### config.mk
export PLATFORM = sky130hd
export DESIGN_NAME = vsr_status_regs
export DESIGN_NICKNAME = d
export VERILOG_FILES = /design/src/design/vsr_pkg.sv /design/src/design/vsr_sample_if.sv /design/src/design/vsr_sample_timer.sv /design/src/design/vsr_status_regs.sv
export SDC_FILE = /design/constraint.sdc
export NUM_CORES = 1
export LEC_CHECK = 0
export ABC_AREA = 0
export BUFFER_PORTS_ARGS = -buffer_cell sky130_fd_sc_hd__buf_4
export CAP_MARGIN = 0
export CORE_ASPECT_RATIO = 0.75
export CORE_MARGIN = 2
export CORE_UTILIZATION = 35
export DETAILED_ROUTE_END_ITERATION = 12
export PLACE_DENSITY_LB_ADDON = 0.2
export SKIP_LAST_GASP = 1
export SLEW_MARGIN = 20
export SYNTH_ARGS = -nofsm -noshare
export SYNTH_HDL_FRONTEND = slang
export SYNTH_SLANG_ARGS = --single-unit
export TNS_END_PERCENT = 100
### constraint.sdc
create_clock -name core_clk_in -period 4.1 [get_ports core_clk_in]
set_input_delay 0.41 -clock core_clk_in [delete_from_list [all_inputs] [get_ports core_clk_in]]
set_output_delay 0.41 -clock core_clk_in [all_outputs]
set_load 0.1 [all_outputs]
### src/design/vsr_pkg.sv
// shared constants, field layout and helpers of the vibration status readout block
`default_nettype none
package vsr_pkg;
    localparam int ADDR_W = 8;
    localparam int DATA_W = 16;

    // register offsets
    localparam logic [ADDR_W-1:0] REG_COUNT     = 8'h0A;
    localparam logic [ADDR_W-1:0] REG_DIAG      = 8'h0C;
    localparam logic [ADDR_W-1:0] REG_TEMP_WIDE = 8'h10;
    localparam logic [ADDR_W-1:0] REG_ST_XV     = 8'h2A;
    localparam logic [ADDR_W-1:0] REG_ST_ZY     = 8'h2C;
    localparam logic [ADDR_W-1:0] REG_TEMP_CS   = 8'h2E;
    localparam logic [ADDR_W-1:0] REG_CTRL      = 8'h40;

    // control register bits
    localparam int CTRL_W        = 6;
    localparam int CTRL_TEMP_SEL = 0;
    localparam int CTRL_BURST    = 1;
    localparam int CTRL_DISP     = 2;
    localparam int CTRL_RMS      = 3;
    localparam int CTRL_RUN      = 4;
    localparam int CTRL_NORMAL   = 5;
    localparam logic [CTRL_W-1:0] CTRL_RST = 6'h00;

    // field positions
    localparam int DIAG_X_LSB  = 8;
    localparam int DIAG_Y_LSB  = 10;
    localparam int DIAG_Z_LSB  = 12;
    localparam int CS_ALM_LSB  = 2;
    localparam int CS_RES_LSB  = 5;
    localparam int CS_TEMP_LSB = 8;
    localparam int BYTE_HI_LSB = 8;

    // resonance level codes
    localparam logic [1:0] RES_OK    = 2'h0;
    localparam logic [1:0] RES_LARGE = 2'h1;

    // sample count timing
    localparam int CLK_PERIOD_NS = 10;
    localparam int VEL_COUNT_NS  = 167000;
    localparam int DISP_COUNT_NS = 1670000;
    localparam int VEL_COUNT_CYC  = VEL_COUNT_NS / CLK_PERIOD_NS;
    localparam int DISP_COUNT_CYC = DISP_COUNT_NS / CLK_PERIOD_NS;
    localparam logic [15:0] RAW_STEP   = 16'h0002;
    localparam logic [15:0] RMS_PERIOD = 16'h1770;
    localparam logic [15:0] RMS_OFFSET = 16'h0002;

    // self-test data: raw input in 0.25 m/s2 steps
    localparam int ST_RAW_W = 10;
    localparam logic [7:0] ST_POS_SAT = 8'h7F;
    localparam logic [7:0] ST_NEG_SAT = 8'h81;

    typedef enum logic [1:0] {
        VSR_TM_IDLE = 2'b01,
        VSR_TM_RUN  = 2'b10
    } vsr_tm_e;

    // clamp to the 8-bit readout range, symmetric around zero
    function automatic logic [7:0] vsr_sat8(input logic signed [ST_RAW_W-1:0] v);
        logic signed [ST_RAW_W-1:0] hi;
        logic signed [ST_RAW_W-1:0] lo;
        hi = ST_RAW_W'(signed'({1'b0, ST_POS_SAT}));
        lo = -hi;
        if (v >= hi)
            return ST_POS_SAT;
        else if (v <= lo)
            return ST_NEG_SAT;
        else
            return v[7:0];
    endfunction
endpackage
`default_nettype wire

### src/design/vsr_sample_if.sv
// sample counter signals passed from the timer to the register block
`default_nettype none
interface vsr_sample_if;
    logic [15:0] count;
    logic        report;
    logic [1:0]  two_bit;
    modport src (output count, output report, output two_bit);
    modport dst (input count, input report, input two_bit);
endinterface
`default_nettype wire

### src/design/vsr_sample_timer.sv
// front-end sampling tick, sample count and report strobe
`default_nettype none
module vsr_sample_timer
    import vsr_pkg::*;
#(
    parameter int VEL_CYC  = VEL_COUNT_CYC,
    parameter int DISP_CYC = DISP_COUNT_CYC
) (
    input  wire logic core_clk_in,
    input  wire logic rstn_in,
    input  wire logic run_in,
    input  wire logic disp_in,
    input  wire logic rms_in,
    vsr_sample_if.src sif
);
    vsr_tm_e     state;
    logic [31:0] pre;
    logic        tick;
    logic [15:0] cnt;
    logic [15:0] rms_acc;
    logic        report;
    logic [1:0]  two_bit;
    logic [15:0] next_cnt;

    // one tick per front-end sample period, chosen by quantity
    assign tick = (state == VSR_TM_RUN) &&
                  (pre == 32'(disp_in ? DISP_CYC - 1 : VEL_CYC - 1));
    assign next_cnt = cnt + 16'h0001;

    always_ff @(posedge core_clk_in or negedge rstn_in) begin
        if (!rstn_in)
            state <= VSR_TM_IDLE;
        else begin
            case (state)
                VSR_TM_IDLE: if (run_in) state <= VSR_TM_RUN;
                VSR_TM_RUN:  if (!run_in) state <= VSR_TM_IDLE;
                default:     state <= VSR_TM_IDLE;
            endcase
        end
    end

    // prescaler restarts whenever sampling stops
    always_ff @(posedge core_clk_in or negedge rstn_in) begin
        if (!rstn_in)
            pre <= '0;
        else if (state != VSR_TM_RUN || tick)
            pre <= '0;
        else
            pre <= pre + 32'h0000_0001;
    end

    // count wraps naturally at 16 bits: ..., 65534, 65535, 0, 1
    always_ff @(posedge core_clk_in or negedge rstn_in) begin
        if (!rstn_in) begin
            cnt     <= '0;
            rms_acc <= '0;
            report  <= 1'b0;
        end else if (state != VSR_TM_RUN) begin
            cnt     <= '0;
            rms_acc <= '0;
            report  <= 1'b0;
        end else if (tick) begin
            cnt <= next_cnt;
            if (rms_in) begin
                // first report at 6002, then every 6000 counts
                report  <= (rms_acc + 16'h0001) == (RMS_PERIOD + RMS_OFFSET);
                rms_acc <= ((rms_acc + 16'h0001) == (RMS_PERIOD + RMS_OFFSET)) ?
                           RMS_OFFSET : rms_acc + 16'h0001;
            end else begin
                report  <= (next_cnt & (RAW_STEP - 16'h0001)) == 16'h0000;
                rms_acc <= '0;
            end
        end else
            report <= 1'b0;
    end

    // two-bit counter steps on each reported sample and wraps 3 to 0
    always_ff @(posedge core_clk_in or negedge rstn_in) begin
        if (!rstn_in)
            two_bit <= '0;
        else if (report)
            two_bit <= two_bit + 2'h1;
    end

    assign sif.count   = cnt;
    assign sif.report  = report;
    assign sif.two_bit = two_bit;
endmodule
`default_nettype wire

### src/design/vsr_status_regs.sv
// readout and status registers of the three-axis vibration sensor
`default_nettype none
module vsr_status_regs
    import vsr_pkg::*;
#(
    parameter int VEL_CYC  = VEL_COUNT_CYC,
    parameter int DISP_CYC = DISP_COUNT_CYC
) (
    input  wire logic                       core_clk_in,
    input  wire logic                       rstn_in,
    input  wire logic [ADDR_W-1:0]          reg_addr_in,
    input  wire logic [DATA_W-1:0]          reg_wdata_in,
    input  wire logic                       reg_wr_in,
    input  wire logic                       reg_rd_in,
    output logic      [DATA_W-1:0]          reg_rdata_out,
    input  wire logic                       temp_valid_in,
    input  wire logic [15:0]                temp_value_in,
    input  wire logic                       diag_done_in,
    input  wire logic [5:0]                 diag_level_in,
    input  wire logic                       selftest_done_in,
    input  wire logic signed [ST_RAW_W-1:0] st_x_in,
    input  wire logic signed [ST_RAW_W-1:0] st_y_in,
    input  wire logic signed [ST_RAW_W-1:0] st_z_in,
    input  wire logic signed [ST_RAW_W-1:0] st_vec_in,
    input  wire logic [2:0]                 resonance_event_in,
    input  wire logic [2:0]                 alarm_event_in,
    input  wire logic                       main_flag_read_in,
    output logic      [2:0]                 main_resonance_flags_out,
    output logic                            range_limit_out,
    output logic      [15:0]                burst_word_out,
    output logic                            burst_valid_out
);
    vsr_sample_if sif ();

    logic [CTRL_W-1:0] ctrl;
    logic [15:0]       sample_counter;
    logic [1:0]        x_resonance_level;
    logic [1:0]        y_resonance_level;
    logic [1:0]        z_resonance_level;
    logic [15:0]       temp_value_wide;
    logic [7:0]        temp_value_narrow;
    logic [7:0]        selftest_x_accel;
    logic [7:0]        selftest_y_accel;
    logic [7:0]        selftest_z_accel;
    logic [7:0]        selftest_vector_magnitude;
    logic [2:0]        resonance_error_flags;
    logic [2:0]        threshold_alarm_flags;
    logic [2:0]        main_res_flags;
    logic [15:0]       resonance_diag_status;
    logic [15:0]       temperature_compact_status;
    logic              rd_diag;
    logic              rd_cs;
    logic              burst_out;
    logic              clr_cs;
    logic [DATA_W-1:0] next_rdata;

    // sampling tick and sample count run in their own module
    vsr_sample_timer #(
        .VEL_CYC  (VEL_CYC),
        .DISP_CYC (DISP_CYC)
    ) u_timer (
        .core_clk_in (core_clk_in),
        .rstn_in     (rstn_in),
        .run_in      (ctrl[CTRL_RUN]),
        .disp_in     (ctrl[CTRL_DISP]),
        .rms_in      (ctrl[CTRL_RMS]),
        .sif         (sif)
    );

    // read and burst strobes that carry side effects
    assign rd_diag   = reg_rd_in && (reg_addr_in == REG_DIAG);
    assign rd_cs     = reg_rd_in && (reg_addr_in == REG_TEMP_CS);
    assign burst_out = ctrl[CTRL_BURST] && sif.report;
    assign clr_cs    = rd_cs || burst_out;

    // control register: the only writable word
    always_ff @(posedge core_clk_in or negedge rstn_in) begin
        if (!rstn_in)
            ctrl <= CTRL_RST;
        else if (reg_wr_in && reg_addr_in == REG_CTRL)
            ctrl <= reg_wdata_in[CTRL_W-1:0];
    end

    // reported count is latched on each output sample
    always_ff @(posedge core_clk_in or negedge rstn_in) begin
        if (!rstn_in)
            sample_counter <= '0;
        else if (sif.report)
            sample_counter <= sif.count;
    end

    // resonance level results; a fresh result beats a clearing read
    always_ff @(posedge core_clk_in or negedge rstn_in) begin
        if (!rstn_in) begin
            x_resonance_level <= RES_OK;
            y_resonance_level <= RES_OK;
            z_resonance_level <= RES_OK;
        end else if (diag_done_in) begin
            z_resonance_level <= diag_level_in[5:4];
            y_resonance_level <= diag_level_in[3:2];
            x_resonance_level <= diag_level_in[1:0];
        end else if (rd_diag) begin
            x_resonance_level <= RES_OK;
            y_resonance_level <= RES_OK;
            z_resonance_level <= RES_OK;
        end
    end

    // temperature: the compact byte is the top of the wide word
    always_ff @(posedge core_clk_in or negedge rstn_in) begin
        if (!rstn_in) begin
            temp_value_wide   <= '0;
            temp_value_narrow <= '0;
        end else if (temp_valid_in) begin
            temp_value_wide   <= temp_value_in;
            temp_value_narrow <= temp_value_in[15:BYTE_HI_LSB];
        end
    end

    // self-test results, clamped so an overrange never wraps sign
    always_ff @(posedge core_clk_in or negedge rstn_in) begin
        if (!rstn_in) begin
            selftest_x_accel          <= '0;
            selftest_y_accel          <= '0;
            selftest_z_accel          <= '0;
            selftest_vector_magnitude <= '0;
        end else if (selftest_done_in) begin
            selftest_x_accel          <= vsr_sat8(st_x_in);
            selftest_y_accel          <= vsr_sat8(st_y_in);
            selftest_z_accel          <= vsr_sat8(st_z_in);
            selftest_vector_magnitude <= vsr_sat8(st_vec_in);
        end
    end

    // compact flags: sticky, cleared by read or burst output, set wins
    always_ff @(posedge core_clk_in or negedge rstn_in) begin
        if (!rstn_in) begin
            resonance_error_flags <= '0;
            threshold_alarm_flags <= '0;
        end else begin
            resonance_error_flags <= (clr_cs ? 3'h0 : resonance_error_flags)
                                     | resonance_event_in;
            threshold_alarm_flags <= (clr_cs ? 3'h0 : threshold_alarm_flags)
                                     | alarm_event_in;
        end
    end

    // main-flag copy of resonance errors, cleared only by its own read
    always_ff @(posedge core_clk_in or negedge rstn_in) begin
        if (!rstn_in)
            main_res_flags <= '0;
        else
            main_res_flags <= (main_flag_read_in ? 3'h0 : main_res_flags)
                              | resonance_event_in;
    end

    assign main_resonance_flags_out = main_res_flags;

    // normal mode substitutes the range limit while a warning is unread
    always_ff @(posedge core_clk_in or negedge rstn_in) begin
        if (!rstn_in)
            range_limit_out <= 1'b0;
        else
            range_limit_out <= ctrl[CTRL_NORMAL] &&
                               (|((main_flag_read_in ? 3'h0 : main_res_flags) | resonance_event_in));
    end

    // assembled register words
    always_comb begin
        resonance_diag_status = '0;
        resonance_diag_status[DIAG_Z_LSB +: 2] = z_resonance_level;
        resonance_diag_status[DIAG_Y_LSB +: 2] = y_resonance_level;
        resonance_diag_status[DIAG_X_LSB +: 2] = x_resonance_level;
    end

    always_comb begin
        temperature_compact_status = '0;
        temperature_compact_status[CS_TEMP_LSB +: 8] = temp_value_narrow;
        temperature_compact_status[CS_RES_LSB +: 3]  = resonance_error_flags;
        temperature_compact_status[CS_ALM_LSB +: 3]  = threshold_alarm_flags;
        temperature_compact_status[1:0]              = sif.two_bit;
    end

    // burst word captures the flags, or the wide temperature when selected, before the same-cycle clear
    always_ff @(posedge core_clk_in or negedge rstn_in) begin
        if (!rstn_in) begin
            burst_word_out  <= '0;
            burst_valid_out <= 1'b0;
        end else begin
            burst_valid_out <= burst_out;
            if (burst_out)
                burst_word_out <= ctrl[CTRL_TEMP_SEL] ? temp_value_wide
                                                      : temperature_compact_status;
        end
    end

    // read mux; unmapped addresses read as zero
    always_comb begin
        case (reg_addr_in)
            REG_COUNT:     next_rdata = sample_counter;
            REG_DIAG:      next_rdata = resonance_diag_status;
            REG_TEMP_WIDE: next_rdata = temp_value_wide;
            REG_ST_XV:     next_rdata = {selftest_x_accel, selftest_vector_magnitude};
            REG_ST_ZY:     next_rdata = {selftest_z_accel, selftest_y_accel};
            REG_TEMP_CS:   next_rdata = temperature_compact_status;
            REG_CTRL:      next_rdata = {{(DATA_W-CTRL_W){1'b0}}, ctrl};
            default:       next_rdata = '0;
        endcase
    end

    // read data stands only in the cycle after the strobe
    always_ff @(posedge core_clk_in or negedge rstn_in) begin
        if (!rstn_in)
            reg_rdata_out <= '0;
        else if (reg_rd_in)
            reg_rdata_out <= next_rdata;
        else
            reg_rdata_out <= '0;
    end
endmodule
`default_nettype wire

Yosys cells after proc, flatten, opt, wreduce, memory -nomap -nowiden
Index checks and enable logic that the tools add are counted.

Bits in registers: 196. Input port bits: 100. Output and inout bits: 37. Logic and storage cells: 98.

$add $sub $neg: 4. Order comparisons: 8. Eq/ne operators: 14. Mux-type cells: 32. Bitwise gates (word level): 3. Reduce and logical (&&, ||, !) cells: 13.

Operators with widths (number): $mux 16 (8); $pmux 16 s7 (1); $mux 8 (8); $ge 10x8->1 const B (4); $le 10x8->1 const B (4); $add 16x1->16 const B (2); $add 32x1->32 const B (1); $eq 32x32->1 (1); $mux 32 (1); $eq 8x6->1 const B (3); $mux 18 (1); $eq 16x13->1 const B (1); $eq 8x4->1 const B (2); $logic_not 16->1 (1); $mux 2 (6); $mux 3 (3); $or 3x3->3 (3); $eq 8x5->1 const B (1); $eq 8x7->1 const B (1); $logic_and 1x1->1 (6); $ne 2x2->1 const B (3); $pmux 2 s2 (1); $reduce_bool 2->1 (2); $mux 1 (3); 6 further kinds (7).

Longest topological paths before layout
Depth after elaboration: 6. Mapped depth: 9. Depth with buffers taken out: 8.

Cells and area by module
Synthesis repeated with hierarchy kept, for this count alone.

Cell total of the unflattened synthesis: 888. Area, all modules: 9112.5 um^2.

By module, submodules not included: vsr_status_regs (times used 1, cells an instance 489, area an instance 5413.9 um^2, seq. area each 2977.9 um^2); vsr_sample_timer (times used 1, cells an instance 399, area an instance 3698.5 um^2, seq. area each 1727.9 um^2).

Worst setup path before layout
OpenSTA, ideal clock, no wires.

Path kind: reg2reg. Start: reg u_timer.rms_acc[0]. End: reg u_timer.rms_acc[2]. Library setup time: 0.124 ns. Arrival time: 2.508 ns. Required time: 3.976 ns. Path slack: 1.468 ns. Stages on the path, launching flop included: 10. Path buffers: 1. Period minus slack after synthesis: 2.632 ns. Path through: dfrtp_1 ha_1 and3_4 nand3_2 or2_4 o41a_1 o41ai_4 buf_6 nor3b_1 a211o_1.

Longest elaborated chain between the ends: 6.

RTL lines: start, declared (RTL line vsr_sample_timer.sv:20) `logic [15:0] rms_acc;`; start signal, assigned (RTL line vsr_sample_timer.sv:67) `rms_acc <= ((rms_acc + 16'h0001) == (RMS_PERIOD + RMS_OFFSET)) ?`; $add 16x1->16 (*) (RTL line vsr_sample_timer.sv:67, vsr_sample_timer.sv:68); $eq 16x13->1 (RTL line vsr_sample_timer.sv:67); $mux 16 (*) (RTL line vsr_sample_timer.sv:67); $mux 16 (*) (RTL line vsr_sample_timer.sv:64) `if (rms_in) begin`; $mux 16 (*) (RTL line vsr_sample_timer.sv:62) `end else if (tick) begin`; $mux 16 (*) (RTL line vsr_sample_timer.sv:58) `end else if (state != VSR_TM_RUN) begin`.

Every way passes the cells marked *; elsewhere a longest branch is shown, timed or not. The select of a mux whose other input is x is not followed. A chain may end at the register's enable or synchronous reset.

Worst setup path in the final report
Same ends and word-level chain as after synthesis.

==> results.cfg <==
[outcome]
status = completed

[setup_path]
cp_slowest_cell = o41ai_4
start_kind = register
critPathMaxFanout = 13
path_cells = ha_1 > and3_4 > nand3_2 > or2_4 > o41a_1 > o41ai_4 > nor3b_1 > a211o_1
critPathCaptureType = register
required_ns = 4.42
critPathArrivalTime_ns = 3.39
crit_type = reg -> reg
reg2reg_slack_ns = 1.02
cp_slowest_stage_delay_ns = 0.69

[global_routing]
grt_pass1_vias = 6265
met2_usage_pct = 23.3
use_met3_pct = 3.44
grtUsageTotal_pct = 17.0
grt_max_degree = 118
busiest_layer = met1
antenna_found_initial = 0
overflow = 0
gr-usage-met1_pct = 26.8
grt_pass1_wl_mm = 35.5

[clock_network]
cts_buffer_depth = 2
insertion_delay_ns = 0.43
cts.sinks = 188
ctsResizeCount = 0
h-tree-depth = 4
cts-root-buf = clkbuf_16
cts-buffers-inserted = 17
cts_tree = done
clk_pin_slew_ns = 0.07

[timing]
relSlewSlack_pct = 33.0
worst_pin_slew_ns = 1.00
fmax_mhz = 325
min_period_ns = 3.08
fin_tns_setup_ns = 0
drv_slew = 0
hold_violations = 0
finClkSkew_ns = 0.0102
finalSetupViolations = 0
rsz0062_at_grt = false
post-route-period-util_pct = 75.0

[synthesis]
synth_xor_area_share_pct = 4.98
syn_inst = 844
synth_edf_count = 0
ys_seq_area_share_pct = 52.4
async_flop_share_pct = 100
synth_nets = 948
synth-simple-area-share_pct = 17.6
synth_compound_area_share_pct = 11.6
synth_area_leaders = dfrtp_1 52%, mux2_2 7.8%, nor2_1 4.1%
synth_top_area_share_pct = 52.1
synth_seq_cells = 188
synthFlopType = dfrtp_1
synthTopCellsByCount = 187 x dfrtp_1, 97 x nor2_1, 71 x nand2_1
ys_types = 74
synth_top_family_by_area = simple AND/OR/NAND/NOR gates
postSynthAreaPerCell_um2 = 10.6
synth_area_um2 = 8980
synth_most_common_cell = dfrtp_1
synthAdderAreaFrac_pct = 0.558
synth_top_area_cell = dfrtp_1
yosysWarnings = 0
synthMuxAreaShare_pct = 9.00

[layout]
multi_input_area_um2 = 3940
fillers = 2412
seq_area_um2 = 4710
drive_gt1_share_pct = 25.1
nets = 1058
n_antenna_cell = 0
area_growth_pct = 20.3

[power_and_ir_drop]
finalPower_mw = 3.95
vdd_drop_max_uv = 264
p_per_area_nw_per_um2 = 366
p_leak_nw = 4.71

[floorplan]
pin_count = 137
start_util_pct = 35.8
row_count = 50
die_y_um = 143
chipWidth_um = 189
core_um2 = 25100
die-area_um2 = 27000

[routing]
ant_nets = 0
vias = 6664
wirelength_mm = 22.6
drc = 0
via_per_inst = 5.11
wire_per_inst_um = 17.3
drt_first_pass_iters = 5
initialDrtViolationCount = 490

[worst_hold_path]
hold_class = in -> reg

[place]
io_buffer_count = 126
dp_hpwl_mm = 16.2
routabilityCongestion = 0.827

[run]
max-cap-violations = 0
critical path: cells and delay by family (launching register included):
kind            cells  cell delay [ns]
compound gates      3             1.41
simple gates        4             0.70
flops               1             0.50
fa+ha+maj           1             0.35
per-layer routing:
layer	routed length, um	up-vias
met5	0	-
met4	239	0
met3	1010	11
met2	9420	146
met1	11900	3242
li1	-	3265
final cells by class:
class	instances	area share, %
tap	338	3.92
multi-input combinational	585	36.5
inverter	29	1.01
clock inverter	15	1.66
timing repair buffer	133	9.44
clock buffer	17	3.94
sequential	188	43.6
registers in the layout, indices dropped and copies added (netlist names), 3 cells and up:
name and flops:
burst_word_out 16, ctrl 6, main_resonance_flags_out 3, reg_rdata_out 16, resonance_error_flags 3, sample_counter 16
selftest_vector_magnitude 8, selftest_x_accel 8, selftest_y_accel 8, selftest_z_accel 8, temp_value_wide 16, threshold_alarm_flags 3
u_timer.pre 32, u_timer.rms_acc 16, u_timer.sif.count 16
path summary, 6_finish.rpt:
check	start	to	cells after the start
setup / recovery	u_timer.rms_acc[0]	u_timer.rms_acc[2]	8
hold / removal	alarm_event_in[1]	threshold_alarm_flags[1]	2
setup reg to reg	u_timer.rms_acc[0]	u_timer.rms_acc[2]	8
hold reg to reg	u_timer.pre[0]	u_timer.pre[0]	1
max in group asynchronous	rstn_in	temp_value_wide[15]	3
min in group asynchronous	rstn_in	u_timer.rms_acc[6]	2
kinds of logic (layout without fill, tap and decap cells):
group / count (synthesis) / count (layout)
DFF: 188 / 188
and+or+nand+nor: 312 / 312
buffers and inverters: 71 / 194
xor gates and xnor gates: 51 / 51
AOI/OAI and AO/OA: 145 / 145
adders and majority gates: 4 / 4
muxes: 73 / 73
report_power, final:
group          switching [mW]  leakage, nW  internal, mW  total [mW]
logic                   0.159         1.95         0.131       0.290
registers              0.0484         2.47          1.91        1.96
clock network           0.777        0.289         0.923        1.70
layout by cell type, fill, tap and decap left out, types with 6 or more instances in the layout:
cell type / instances
dfrtp_1: 187
a21o_1: 13
and4_1: 8
inv_1: 29
mux2_2: 62
o21ai_0: 26
xor2_1: 38
o211ai_1: 6
nor2_1: 97
nor2b_1: 6
mux2i_1: 11
buf_4: 130
a22o_1: 6
and3_1: 11
nand2_1: 71
a21oi_1: 21
nand3_1: 36
a222oi_1: 10
clkbuf_16: 17
xnor2_1: 13
nand2b_1: 6
nor4_1: 10
or3_1: 7
nor3_1: 10
a22oi_1: 6
o22ai_1: 26
nand4_1: 19
repair_timing:
| item | 4_1_cts | 5_1_grt |
|---|---|---|
| setup buffers | 0 | 0 |
| hold buffers | 1 | 0 |
| endpoints found under the hold margin | 9 | 0 |
metrics by stage:
step | worst slack, ns | utilization [%] | hold WS (ns) | instances | instance area [um2]
final | 1.02 | 43.0 | 0.172 | 1305 | 10800
after global routing | 0.795 | 43.0 | 0.165 | 1305 | 10800
after CTS | 0.975 | 43.0 | 0.154 | 1305 | 10800
after detailed placement | 0.980 | 40.6 | 0.462 | 1272 | 10200
after global placement | 1.00 | 40.6 | 0.469 | 1272 | 10200
after floorplan | 1.47 | - | 0.114 | 844 | 8980
(Power assumes the default switching activity.)
